<file path="src/core/hmw_defines.svh">
`ifndef HMW_DEFINES_SVH
`define HMW_DEFINES_SVH
// Host register offsets (byte addresses on the 8-bit host port).
`define HMW_OFF_DATA_B0 4'h4
`define HMW_OFF_DATA_B1 4'h5
`define HMW_OFF_DATA_B2 4'h6
`define HMW_OFF_DATA_B3 4'h7
`define HMW_OFF_FLAGS_LO 4'h8
`define HMW_OFF_FLAGS_HI 4'h9
`define HMW_OFF_MASK_LO 4'ha
`define HMW_OFF_MASK_HI 4'hb
`define HMW_OFF_ACCESS 4'h2
// Field positions and reset values.
`define HMW_OUTBOX_BIT 0
`define HMW_RESET_BYTE 8'h00
`define HMW_RESET_ACCESS 2'h0
`endif

</file>
<file path="src/core/hmw_pkg.sv">
package hmw_pkg;
	// Kind of data window access selected by the host.
	typedef enum logic [1:0] {
		HMW_ACC_8 = 2'b00,
		HMW_ACC_16 = 2'b01,
		HMW_ACC_32 = 2'b10,
		HMW_ACC_32_AUTO = 2'b11
	} hmw_access_t;
endpackage : hmw_pkg

</file>
<file path="src/core/hmw_flag_bit.sv">
`include "hmw_defines.svh"
// One software event flag: firmware sets it, host clears it by writing one when permitted.
module hmw_flag_bit (
	input wire logic clk,
	input wire logic rst_b,
	input wire logic fw_set,
	input wire logic host_clr,
	input wire logic clr_allow,
	output logic flag
);
	// A set in the same cycle as a clear wins, so no event is lost.
	always_ff @(posedge clk or negedge rst_b) begin
		if (!rst_b) begin
			flag <= 1'b0;
		end else if (fw_set) begin
			flag <= 1'b1;
		end else if (host_clr && clr_allow) begin
			flag <= 1'b0;
		end
	end
endmodule : hmw_flag_bit

</file>
<file path="src/core/hmw_host_window.sv">
// Operation
// - Offset 04h holds window data byte zero.
// - Offsets 05h, 06h hold data bytes one, two.
// - Offset 07h holds byte three; all reset zero.
// - Low flag bits 7:1 are firmware event flags.
// - High flag register bits are firmware event flags.
// - Host write of one clears a flag.
// - Without clear permission, host clear is ignored.
// - Outbox flag is read-only, set on outbox write.
// - Events raise interrupt only when enabled in mask.
// - Access type selects 8, 16, 32, auto-32.
//
// Strobed register access was chosen for this implementation.
`include "hmw_defines.svh"
module hmw_host_window
	import hmw_pkg::*;
(
	input wire logic CLK_SYS,
	input wire logic RST_B,
	input wire logic [3:0] ADDR,
	input wire logic [7:0] WDATA,
	input wire logic WR,
	input wire logic RD,
	output logic [7:0] RDATA,
	input wire logic [14:0] FW_SET,
	input wire logic [14:0] FW_CLR_ALLOW,
	input wire logic FW_OUTBOX_WR,
	input wire logic HOST_OUTBOX_CLR,
	input wire logic [31:0] FW_DATA,
	input wire logic FW_DATA_LOAD,
	output logic [31:0] WINDOW_DATA,
	output logic [1:0] ACCESS_TYPE,
	output logic WINDOW_RD_STROBE,
	output logic WINDOW_WR_STROBE,
	output logic IRQ
);
	// Window data bytes, one per byte lane.
	logic [7:0] window_data_reg [4];
	// Access type chosen by the host.
	hmw_access_t access_reg;
	// Outbox-written flag and the fifteen software flags.
	logic outbox_written_flag;
	logic [14:0] soft_flags;
	// Interrupt enables: bit 0 outbox, bits 15:1 software flags.
	logic [15:0] enable_reg;
	// Full sixteen-bit source view as the host sees it.
	logic [15:0] source_view;

	// Decode for one host register offset.
	// Register writes and the strobes compare the offset through this helper; the read mux and the checks compare ADDR directly.
	// A change of address width then touches the helper, the read mux and the checks.
	function automatic logic hit(input logic [3:0] a, input logic [3:0] off);
		hit = (a == off);
	endfunction : hit

	// Data window bytes; host writes per byte, firmware may load a whole word.
	// A host byte write wins over a firmware load in the same cycle.
	// The firmware then sees its load lost only in that byte lane.
	// The host never sees a half-updated byte as a result.
	genvar gi;
	generate
		for (gi = 0; gi < 4; gi++) begin : g_byte
			always_ff @(posedge CLK_SYS or negedge RST_B) begin
				if (!RST_B) begin
					window_data_reg[gi] <= `HMW_RESET_BYTE;
				end else if (WR && hit(ADDR, `HMW_OFF_DATA_B0 + 4'(gi))) begin
					window_data_reg[gi] <= WDATA;
				end else if (FW_DATA_LOAD) begin
					window_data_reg[gi] <= FW_DATA[gi*8 +: 8];
				end
			end
		end
	endgenerate

	// The word handed to the memory side is built straight from the byte flip-flops.
	// Byte zero is the least significant lane.
	assign WINDOW_DATA = {window_data_reg[3], window_data_reg[2], window_data_reg[1], window_data_reg[0]};

	// Access type register.
	// It sits in the two low bits of the address register offset.
	// Every code is legal, so no value needs to be refused.
	always_ff @(posedge CLK_SYS or negedge RST_B) begin
		if (!RST_B) begin
			access_reg <= HMW_ACC_8;
		end else if (WR && hit(ADDR, `HMW_OFF_ACCESS)) begin
			access_reg <= hmw_access_t'(WDATA[1:0]);
		end
	end
	// The memory side reads the chosen access kind from here.
	assign ACCESS_TYPE = access_reg;

	// Window strobes: the last byte of the selected width triggers the memory access.
	// Software writes the lower bytes first and the strobe byte last.
	// Writing bytes out of that order starts the access with stale lower bytes.
	// A read is started by reading byte zero, whatever the width.
	logic [3:0] last_off;
	always_comb begin
		case (access_reg)
			HMW_ACC_8: last_off = `HMW_OFF_DATA_B0;
			HMW_ACC_16: last_off = `HMW_OFF_DATA_B1;
			HMW_ACC_32: last_off = `HMW_OFF_DATA_B3;
			HMW_ACC_32_AUTO: last_off = `HMW_OFF_DATA_B3;
			default: last_off = `HMW_OFF_DATA_B0;
		endcase
	end
	assign WINDOW_WR_STROBE = WR && hit(ADDR, last_off);
	assign WINDOW_RD_STROBE = RD && hit(ADDR, `HMW_OFF_DATA_B0);

	// Outbox flag: set by firmware outbox write, cleared only by outbox clear; set wins.
	// Letting the set win keeps a new message from being lost.
	// That could happen when the host clears the old one in the same cycle.
	// Host writes to the flag register never reach this bit.
	always_ff @(posedge CLK_SYS or negedge RST_B) begin
		if (!RST_B) begin
			outbox_written_flag <= 1'b0;
		end else if (FW_OUTBOX_WR) begin
			outbox_written_flag <= 1'b1;
		end else if (HOST_OUTBOX_CLR) begin
			outbox_written_flag <= 1'b0;
		end
	end

	// Host write-one-to-clear strobes for software flags; bit 0 of low register dropped.
	// Bit i of this vector clears soft flag i.
	// Flags 0 to 6 sit in low register bits 7:1.
	// Flags 7 to 14 sit in the high register.
	logic [14:0] host_clr;
	assign host_clr = {({8{WR && hit(ADDR, `HMW_OFF_FLAGS_HI)}} & WDATA),
		({7{WR && hit(ADDR, `HMW_OFF_FLAGS_LO)}} & WDATA[7:1])};

	// Software flags, one cell each.
	// Firmware withholds clear permission while the cause of an event lasts.
	// Each cell lets a firmware set win over a host clear in the same cycle.
	// The permission input is a level and is sampled on every edge.
	generate
		for (gi = 0; gi < 15; gi++) begin : g_flag
			hmw_flag_bit u_flag (
				.clk(CLK_SYS),
				.rst_b(RST_B),
				.fw_set(FW_SET[gi]),
				.host_clr(host_clr[gi]),
				.clr_allow(FW_CLR_ALLOW[gi]),
				.flag(soft_flags[gi])
			);
		end
	endgenerate

	// The host view puts the outbox flag at bit 0 and the soft flags above it.
	// The enable register uses the same layout, so one AND gives the interrupt.
	assign source_view = {soft_flags, outbox_written_flag};

	// Interrupt enable registers.
	// Low byte at its offset, high byte at the next one.
	// Both clear on reset, so no interrupt can leave the block before software enables it.
	// Each byte is written on its own; the other keeps its value.
	always_ff @(posedge CLK_SYS or negedge RST_B) begin
		if (!RST_B) begin
			enable_reg <= 16'h0000;
		end else begin
			if (WR && hit(ADDR, `HMW_OFF_MASK_LO)) begin
				enable_reg[7:0] <= WDATA;
			end
			if (WR && hit(ADDR, `HMW_OFF_MASK_HI)) begin
				enable_reg[15:8] <= WDATA;
			end
		end
	end

	// Level interrupt while any enabled flag is set.
	// It drops as soon as the last enabled flag is cleared or masked.
	// No edge is stored, so a masked flag that is later enabled still interrupts.
	assign IRQ = |(source_view & enable_reg);

	// Read data, valid in the cycle after the read strobe.
	// Outside that cycle the port returns zero.
	// Stale data then cannot be mistaken for a new answer.
	// Unmapped offsets also read as zero.
	always_ff @(posedge CLK_SYS or negedge RST_B) begin
		if (!RST_B) begin
			RDATA <= 8'h00;
		end else if (RD) begin
			case (ADDR)
				`HMW_OFF_ACCESS: RDATA <= {6'h00, access_reg};
				`HMW_OFF_DATA_B0: RDATA <= window_data_reg[0];
				`HMW_OFF_DATA_B1: RDATA <= window_data_reg[1];
				`HMW_OFF_DATA_B2: RDATA <= window_data_reg[2];
				`HMW_OFF_DATA_B3: RDATA <= window_data_reg[3];
				`HMW_OFF_FLAGS_LO: RDATA <= source_view[7:0];
				`HMW_OFF_FLAGS_HI: RDATA <= source_view[15:8];
				`HMW_OFF_MASK_LO: RDATA <= enable_reg[7:0];
				`HMW_OFF_MASK_HI: RDATA <= enable_reg[15:8];
				default: RDATA <= 8'h00;
			endcase
		end else begin
			RDATA <= 8'h00;
		end
	end

	// Checks on the host-visible behaviour.
	// Each property names its own clock and reset so that it reads on its own.
	// Firmware inputs are free here, so antecedents exclude same-cycle sets.
	// A permitted host clear of high flag bit 0 takes effect.
	chk_clear_works: assert property (@(posedge CLK_SYS) disable iff (!RST_B)
		(WR && ADDR == `HMW_OFF_FLAGS_HI && WDATA[0] && FW_CLR_ALLOW[7] && !FW_SET[7]) |=> !soft_flags[7])
		else $error("Permitted clear failed");

	// A flag without clear permission stays set.
	chk_clear_blocked: assert property (@(posedge CLK_SYS) disable iff (!RST_B)
		(soft_flags[0] && !FW_CLR_ALLOW[0]) |=> soft_flags[0])
		else $error("Blocked clear took effect");

	// A firmware set of the top flag is never lost.
	chk_set_flag: assert property (@(posedge CLK_SYS) disable iff (!RST_B)
		FW_SET[14] |=> soft_flags[14])
		else $error("Set lost");

	// A firmware outbox write sets the outbox flag.
	chk_outbox_set: assert property (@(posedge CLK_SYS) disable iff (!RST_B)
		FW_OUTBOX_WR |=> outbox_written_flag)
		else $error("Outbox flag not set");

	// The outbox flag holds until the outbox is cleared.
	chk_outbox_hold: assert property (@(posedge CLK_SYS) disable iff (!RST_B)
		(outbox_written_flag && !HOST_OUTBOX_CLR) |=> outbox_written_flag)
		else $error("Outbox flag dropped");

	// Clearing the outbox clears its flag.
	chk_outbox_clear: assert property (@(posedge CLK_SYS) disable iff (!RST_B)
		(HOST_OUTBOX_CLR && !FW_OUTBOX_WR) |=> !outbox_written_flag)
		else $error("Outbox flag not cleared");

	// With every enable off the interrupt stays low.
	chk_irq_mask: assert property (@(posedge CLK_SYS) disable iff (!RST_B)
		(enable_reg == 16'h0000) |-> !IRQ)
		else $error("Masked interrupt raised");

	// A host write lands in byte two.
	chk_byte_write: assert property (@(posedge CLK_SYS) disable iff (!RST_B)
		(WR && ADDR == `HMW_OFF_DATA_B2) |=> (WINDOW_DATA[23:16] == $past(WDATA)))
		else $error("Byte two not written");

	// A read of byte zero returns the stored byte.
	chk_read_back: assert property (@(posedge CLK_SYS) disable iff (!RST_B)
		(RD && ADDR == `HMW_OFF_DATA_B0) |=> (RDATA == $past(window_data_reg[0])))
		else $error("Byte zero read wrong");

	// A write to the address register stores the access kind.
	chk_access_sel: assert property (@(posedge CLK_SYS) disable iff (!RST_B)
		(WR && ADDR == `HMW_OFF_ACCESS) |=> (ACCESS_TYPE == $past(WDATA[1:0])))
		else $error("Access type not stored");

	// A permitted host clear of low flag bit 1 takes effect.
	chk_low_clear: assert property (@(posedge CLK_SYS) disable iff (!RST_B)
		(WR && ADDR == `HMW_OFF_FLAGS_LO && WDATA[1] && FW_CLR_ALLOW[0] && !FW_SET[0]) |=> !soft_flags[0])
		else $error("Permitted low clear failed");

	// The top flag without permission stays set.
	chk_high_blocked: assert property (@(posedge CLK_SYS) disable iff (!RST_B)
		(soft_flags[14] && !FW_CLR_ALLOW[14]) |=> soft_flags[14])
		else $error("Blocked high clear took effect");

	// A firmware set of the lowest soft flag is never lost.
	chk_set_low: assert property (@(posedge CLK_SYS) disable iff (!RST_B)
		FW_SET[0] |=> soft_flags[0])
		else $error("Low set lost");

	// Writing zeros leaves the soft flags alone.
	chk_zero_write: assert property (@(posedge CLK_SYS) disable iff (!RST_B)
		(WR && ADDR == `HMW_OFF_FLAGS_LO && WDATA == 8'h00 && FW_SET == 15'h0000) |=> (soft_flags == $past(soft_flags)))
		else $error("Zero write changed a flag");

	// Host writes to the low flag register never touch the outbox flag.
	chk_outbox_ro: assert property (@(posedge CLK_SYS) disable iff (!RST_B)
		(WR && ADDR == `HMW_OFF_FLAGS_LO && !FW_OUTBOX_WR && !HOST_OUTBOX_CLR) |=> (outbox_written_flag == $past(outbox_written_flag)))
		else $error("Host write changed the outbox flag");

	// An enabled high flag raises the interrupt.
	chk_irq_level: assert property (@(posedge CLK_SYS) disable iff (!RST_B)
		(soft_flags[8] && enable_reg[9]) |-> IRQ)
		else $error("Enabled flag gave no interrupt");

	// With no flag set the interrupt stays low.
	chk_irq_off: assert property (@(posedge CLK_SYS) disable iff (!RST_B)
		(source_view == 16'h0000) |-> !IRQ)
		else $error("Interrupt without a flag");

	// A host write lands in byte zero.
	chk_byte_zero: assert property (@(posedge CLK_SYS) disable iff (!RST_B)
		(WR && ADDR == `HMW_OFF_DATA_B0) |=> (WINDOW_DATA[7:0] == $past(WDATA)))
		else $error("Byte zero not written");

	// A host write lands in byte one.
	chk_byte_one: assert property (@(posedge CLK_SYS) disable iff (!RST_B)
		(WR && ADDR == `HMW_OFF_DATA_B1) |=> (WINDOW_DATA[15:8] == $past(WDATA)))
		else $error("Byte one not written");

	// A host write lands in byte three.
	chk_byte_three: assert property (@(posedge CLK_SYS) disable iff (!RST_B)
		(WR && ADDR == `HMW_OFF_DATA_B3) |=> (WINDOW_DATA[31:24] == $past(WDATA)))
		else $error("Byte three not written");

	// A read of the high flag register returns the upper soft flags.
	chk_flags_read: assert property (@(posedge CLK_SYS) disable iff (!RST_B)
		(RD && ADDR == `HMW_OFF_FLAGS_HI) |=> (RDATA == $past(soft_flags[14:7])))
		else $error("High flags read wrong");

	// Read data stands only in the cycle after a read.
	chk_rdata_idle: assert property (@(posedge CLK_SYS) disable iff (!RST_B)
		!RD |=> (RDATA == 8'h00))
		else $error("Read data outside its cycle");

	// In byte mode a write of byte zero starts the access.
	chk_strobe_byte: assert property (@(posedge CLK_SYS) disable iff (!RST_B)
		(WR && ADDR == `HMW_OFF_DATA_B0 && access_reg == HMW_ACC_8) |-> WINDOW_WR_STROBE)
		else $error("Byte access not started");

	// In half-word mode a write of byte one starts the access.
	chk_strobe_half: assert property (@(posedge CLK_SYS) disable iff (!RST_B)
		(WR && ADDR == `HMW_OFF_DATA_B1 && access_reg == HMW_ACC_16) |-> WINDOW_WR_STROBE)
		else $error("Half-word access not started");

	// In both word modes a write of byte three starts the access.
	chk_strobe_word: assert property (@(posedge CLK_SYS) disable iff (!RST_B)
		(WR && ADDR == `HMW_OFF_DATA_B3 && access_reg[1]) |-> WINDOW_WR_STROBE)
		else $error("Word access not started");

	// The write strobe never comes without a host write.
	chk_strobe_only: assert property (@(posedge CLK_SYS) disable iff (!RST_B)
		WINDOW_WR_STROBE |-> WR)
		else $error("Write strobe without a write");

	// The read strobe comes only with a read of byte zero.
	chk_rd_strobe: assert property (@(posedge CLK_SYS) disable iff (!RST_B)
		WINDOW_RD_STROBE |-> (RD && ADDR == `HMW_OFF_DATA_B0))
		else $error("Read strobe at the wrong offset");

	// The interrupt rises.
	cov_irq: cover property (@(posedge CLK_SYS) disable iff (!RST_B) $rose(IRQ));
	// A firmware set meets a host clear.
	cov_race: cover property (@(posedge CLK_SYS) disable iff (!RST_B) FW_SET[0] && host_clr[0]);
	// An auto-increment word access starts.
	cov_auto: cover property (@(posedge CLK_SYS) disable iff (!RST_B) WINDOW_WR_STROBE && access_reg == HMW_ACC_32_AUTO);
	// A host clear is refused for want of permission.
	cov_refused: cover property (@(posedge CLK_SYS) disable iff (!RST_B) host_clr[0] && !FW_CLR_ALLOW[0] && soft_flags[0]);
	// The outbox flag is cleared by the host.
	cov_outbox_clr: cover property (@(posedge CLK_SYS) disable iff (!RST_B) HOST_OUTBOX_CLR && outbox_written_flag);
endmodule : hmw_host_window

</file>
<file path="config.mk">
export PLATFORM = sky130hd
export DESIGN_NAME = hmw_host_window
export DESIGN_NICKNAME = d
export VERILOG_FILES = /design/src/core/hmw_pkg.sv /design/src/core/hmw_flag_bit.sv /design/src/core/hmw_host_window.sv
export VERILOG_INCLUDE_DIRS = /design/src /design/src/core
export SDC_FILE = /design/constraint.sdc
export NUM_CORES = 1
export LEC_CHECK = 0
export BUFFER_PORTS_ARGS = -buffer_cell sky130_fd_sc_hd__buf_2
export CAP_MARGIN = 25
export CORE_ASPECT_RATIO = 1.5
export CORE_UTILIZATION = 40
export CTS_CLUSTER_SIZE = 20
export DETAILED_ROUTE_END_ITERATION = 8
export GPL_TIMING_DRIVEN = 0
export PLACE_DENSITY = 0.62
export SYNTH_ARGS = -nofsm -noshare
export SYNTH_HDL_FRONTEND = slang
export SYNTH_SLANG_ARGS = --single-unit
export TNS_END_PERCENT = 1
</file>
<file path="constraint.sdc">
create_clock -name CLK_SYS -period 2.6 [get_ports CLK_SYS]
set_input_delay 0.52 -clock CLK_SYS [delete_from_list [all_inputs] [get_ports CLK_SYS]]
set_output_delay 0.52 -clock CLK_SYS [all_outputs]
set_load 0.02 [all_outputs]
</file>
* Yosys cells after proc, flatten, opt, wreduce, memory -nomap -nowiden
Cells that the tools add are included.
** Cells by class
- Eq/ne operators :: 13
- Multiplexer cells :: 43
- Bitwise gates (word level) :: 3
- Reductions and logical operators :: 49
** Operators with widths (number)
- 8-bit two-way mux :: 9
- 8-bit case mux with 9 select lines :: 1
- 2-bit nonzero test :: 20
- 1-bit two-way mux :: 32
- 1-bit logical AND :: 26
- 16-bit bitwise AND :: 1
- 4-bit by 3-bit equality test with 1-bit output (second input constant) :: 4
- 4-bit equality test (second input constant) :: 4
- 16-bit OR reduction :: 1
- 4-bit case mux with 3 select lines :: 1
- 8-bit bitwise AND :: 1
- 7-bit bitwise AND :: 1
- 2-bit equality test (second input constant) :: 2
- 4-bit by 2-bit equality test with 1-bit output (second input constant) :: 1
- 4-bit equality test :: 1
- 2-bit by 1-bit equality test with 1-bit output (second input constant) :: 1
- 2-bit logical NOT :: 1
- 2-bit OR reduction :: 1
** Storage, ports and cells
- Register bits :: 74
- Input bits :: 81
- Output and inout port bits :: 45
- Logic and storage cells :: 132

* Longest topological paths before layout
- Word-level depth :: 6
- Gate-level depth with buffers :: 8
- Gate-level depth less buffers :: 6

* Hierarchy
Synthesis repeated with hierarchy kept, for this count alone.
** Second synthesis, totals
- Cell total of the unflattened synthesis :: 359
- Area, all modules :: 3841.2 um2
** By module, submodules not included
- hmw_host_window :: times used 1, cells an instance 314, area each 3296.9 um2, seq. area each 1476.4 um2
- hmw_flag_bit :: times used 15, cells an instance 3, area each 36.3 um2, seq. area each 25.0 um2

* Least setup slack after synthesis
No wires, ideal clock.
- Kind :: input-to-output
- From :: input ADDR[1]
- To :: output WINDOW_WR_STROBE
- Data arrival time :: 1390 ps
- Data required time :: 2080 ps
- Path slack :: 690 ps
- Cell stages on the path :: 5
- Buffers on the path :: 2
- Path through :: buf_4 > buf_1 > nor3_1 > a21oi_1 > nor2_1
** Between the ends
- Word-level cells in the longest chain between the ends :: 2
** Ends and longest elaborated chain
- start, declared :: line hmw_host_window.sv:20 : input wire logic [3:0] ADDR,
- 4-bit equality test :: line hmw_host_window.sv:53 : hit = (a == off);
- 1-bit logical AND :: line hmw_host_window.sv:106 : assign WINDOW_WR_STROBE = WR && hit(ADDR, last_off);
- end, declared :: line hmw_host_window.sv:34 : output logic WINDOW_WR_STROBE,
Every way passes these cells.

* Final worst setup path
Same ends and word-level chain as after synthesis.

==> results.toml <==
[yosys]
ys_ff_latch = 74
syn_inst = 389
synth_top_family_by_area = "compound AO/OA/AOI/OAI gates"
synth_xor_area_share_pct = 0.222
yosys.area_share.simple_pct = 13.9
async_flop_share_pct = 100
synthMuxAreaShare_pct = 15.9
synth-seq-area-share_pct = 46.9
ys_warn_count = 0
synthAdderAreaFrac_pct = 0.951
synth.avg_cell_area_um2 = 10.1
synth_area_mm2 = 0.00395
synth.distinct_cells = 46
synth_fp_nets = 473
synth_compound_area_share_pct = 16.7
synth_edf_count = 0
ys.flop_type = "dfrtp_1"

[floorplanning]
die_y_um = 124
core-area_mm2 = 0.00963
rows = 44
io_pins = 126
design.die.area_mm2 = 0.0103
start_util_pct = 41.0
die_w_um = 83.1

[critical_path]
worstRegToRegCells = 4
path_cells = "buf_2, buf_4, buf_1, nor3_1, a21oi_1, nor2_1, buf_2"
required_ns = 2.08
r2r-start = "WINDOW_DATA[0]"
worstSetupStartpointType = "input pin"
cp_slowest_stage_delay_ns = 0.44
cp-end-kind = "primary output"
reg2reg_to = "RDATA[0]"
crit_top_cell = "buf_2"
path_class = "input pin to primary output"
crit_fanout = 10
reg2reg_slack_ns = 1.39
arrival_ns = 1.74
slowest_stage = "buf_1"

[clock_tree]
cts_tree = "yes"
post_cts_buffers = 0
root_buffer = "clkbuf_16"
worstSkewPairLatency_ns = 0.34
htree_levels = 3
cts_resized = 0
clock_sinks = 74
clock_path_buffers = 2
clk_pin_slew_ns = 0.05
cts_inserted_buffers = 9
cts_hold_buffers = 0

[drt]
wl_um = 12700
detail_route.vias_per_cell = 5.50
top_layer = "met4"
postRouteAntennaNets = 0
route.detailed.drc = 0
route.met3.wl_um = 508
dr.pass1.iters = 4
drt_iter0_drc = 153
wl_met1_um = 5120
dr_wl_met2_um = 6850
num_vias = 3495
wl_per_cell_um = 20.0

[sta]
setup_tns_ns = 0
hold_viol = 0
slew_viol_final = 0
tightest_slew_ns = 0.622
rsz0062_at_grt = "no"
setup_viol = 0
fin_crit_ns = 2.26
clock.fmax_mhz = 442
skew_ns = 0.00716
period_share_pct = 86.9
max_slew_margin_pct = 58.5

[final_layout]
final_area_mm2 = 0.00500
utilization_pct = 51.9
area_growth_pct = 26.7
drive_gt1_share_pct = 33.1
antennaDiodeCount = 0
nNetsFinal = 601
multiInputGateArea_mm2 = 0.00188
regArea_mm2 = 0.00185
largest_reg_flops = 32
fill_cells = 901

[power_and_ir_drop]
total_power_uw = 3350
vdd_drop_max_uv = 398
p_per_area_mw_per_mm2 = 670
power.leakage_uw = 0.00231

[placement]
place_area_mm2 = 0.00469
place.gp.congestion = 0.936
dp_hpwl_um = 9910
portBuffers = 116

[global_routing]
grt-ovfl-total = 0
grt_max_degree = 41
grt_first_pass_wirelength_um = 19500
grt_usage_pct = 25.6
antenna_found_initial = 0
first_global_vias = 3413

[outcome]
status = "complete, no violations"

[run]
maxCapViolations = 0

[min_path]
worstHoldPathType = "input pin to async pin"
[critical path: cells and delay by family]
family	cells	cell delay, ns
buf+inv	4	0.94
simple gates	2	0.15
compound gates	1	0.13
[stage by stage]
| step | setup slack, ns | hold WS [ns] | std cells |
|---|---|---|---|
| after floorplan | 0.690 | 0.224 | 389 |
| after global placement | 0.360 | 0.494 | 620 |
| after detailed placement | 0.326 | 0.508 | 621 |
| after CTS | 0.336 | 0.156 | 635 |
| after global routing | 0.221 | 0.168 | 635 |
| final | 0.340 | 0.142 | 635 |
[kinds of logic (layout without fill, tap and decap cells)]
group	count (synthesis)	after routing
AND/OR/NAND/NOR	111	111
AO/OA/AOI/OAI	103	103
flip-flops	74	74
multiplexers	60	60
buffers and inverters	37	168
adder cells (fa/ha/maj)	3	3
XOR/XNOR	1	1
[synthesized netlist by cell type, types with 4 or more instances]
cell | instances | area [um^2]
nand2_1 | 31 | 116
dfrtp_1 | 74 | 1850
buf_6 | 4 | 45.0
o211ai_1 | 5 | 37.5
a22o_1 | 7 | 61.3
mux2i_1 | 39 | 390
clkbuf_1 | 5 | 18.8
nor2_1 | 28 | 105
buf_4 | 7 | 52.6
nand3_1 | 31 | 155
a21oi_1 | 35 | 175
inv_1 | 4 | 15.0
o21ai_1 | 14 | 70.1
mux2_1 | 18 | 203
a221oi_1 | 5 | 43.8
buf_2 | 15 | 75.1
o21ai_0 | 8 | 40.0
a21o_1 | 16 | 120
[metal layers]
layer,track usage (%),up-vias
met1,31.1,1707
met3,3.64,16
li1,-,1656
met2,46.3,116
met5,0,-
met4,9.05,0
[worst max path at each step]
| stage | from | slack, ns | depth (start not counted) | endpoint |
|---|---|---|---|---|
| final | ADDR[1] | 0.34 | 7 | WINDOW_WR_STROBE |
| after global routing | ADDR[1] | 0.22 | 7 | WINDOW_WR_STROBE |
| after CTS | g_flag[3].u_flag.flag | 0.34 | 4 | IRQ |
| after detailed placement | ADDR[1] | 0.33 | 7 | WINDOW_WR_STROBE |
| after global placement | ADDR[1] | 0.36 | 7 | WINDOW_WR_STROBE |
| after floorplan | ADDR[1] | 0.69 | 5 | WINDOW_WR_STROBE |
[layout by cell type (no fill, tap or decap), types with 4 or more instances in the layout]
| cell | synthesis | routed |
|---|---|---|
| nand2_1 | 31 | 31 |
| o211ai_1 | 5 | 5 |
| inv_1 | 4 | 4 |
| nor2_1 | 28 | 28 |
| nand3_1 | 31 | 31 |
| a21o_1 | 16 | 16 |
| dfrtp_1 | 74 | 74 |
| a21oi_1 | 35 | 35 |
| mux2i_1 | 39 | 39 |
| o21ai_0 | 8 | 8 |
| buf_2 | 15 | 130 |
| buf_4 | 7 | 8 |
| a221oi_1 | 5 | 5 |
| a22o_1 | 7 | 7 |
| mux2_1 | 18 | 18 |
| o21ai_1 | 14 | 14 |
| clkbuf_1 | 5 | 6 |
| clkbuf_16 | 0 | 9 |
| buf_6 | 4 | 4 |
[layout make-up]
class / count / area share [%]
Inverter: 5 / 0.375
Tap cell: 115 / 2.88
Buffer: 32 / 3.90
Clock buffer: 11 / 4.85
Sequential cell: 74 / 37.0
Timing Repair Buffer: 117 / 12.1
Multi-Input combinational cell: 278 / 37.6
Clock inverter: 3 / 1.30
[where the power goes]
group	switching, uW	internal [uW]	leakage, uW
clock network	447	853	0.000151
registers	127	1290	0.000845
logic	369	269	0.00131
total	943	2410	0.00231
Power figures use the tool's default switching activity.
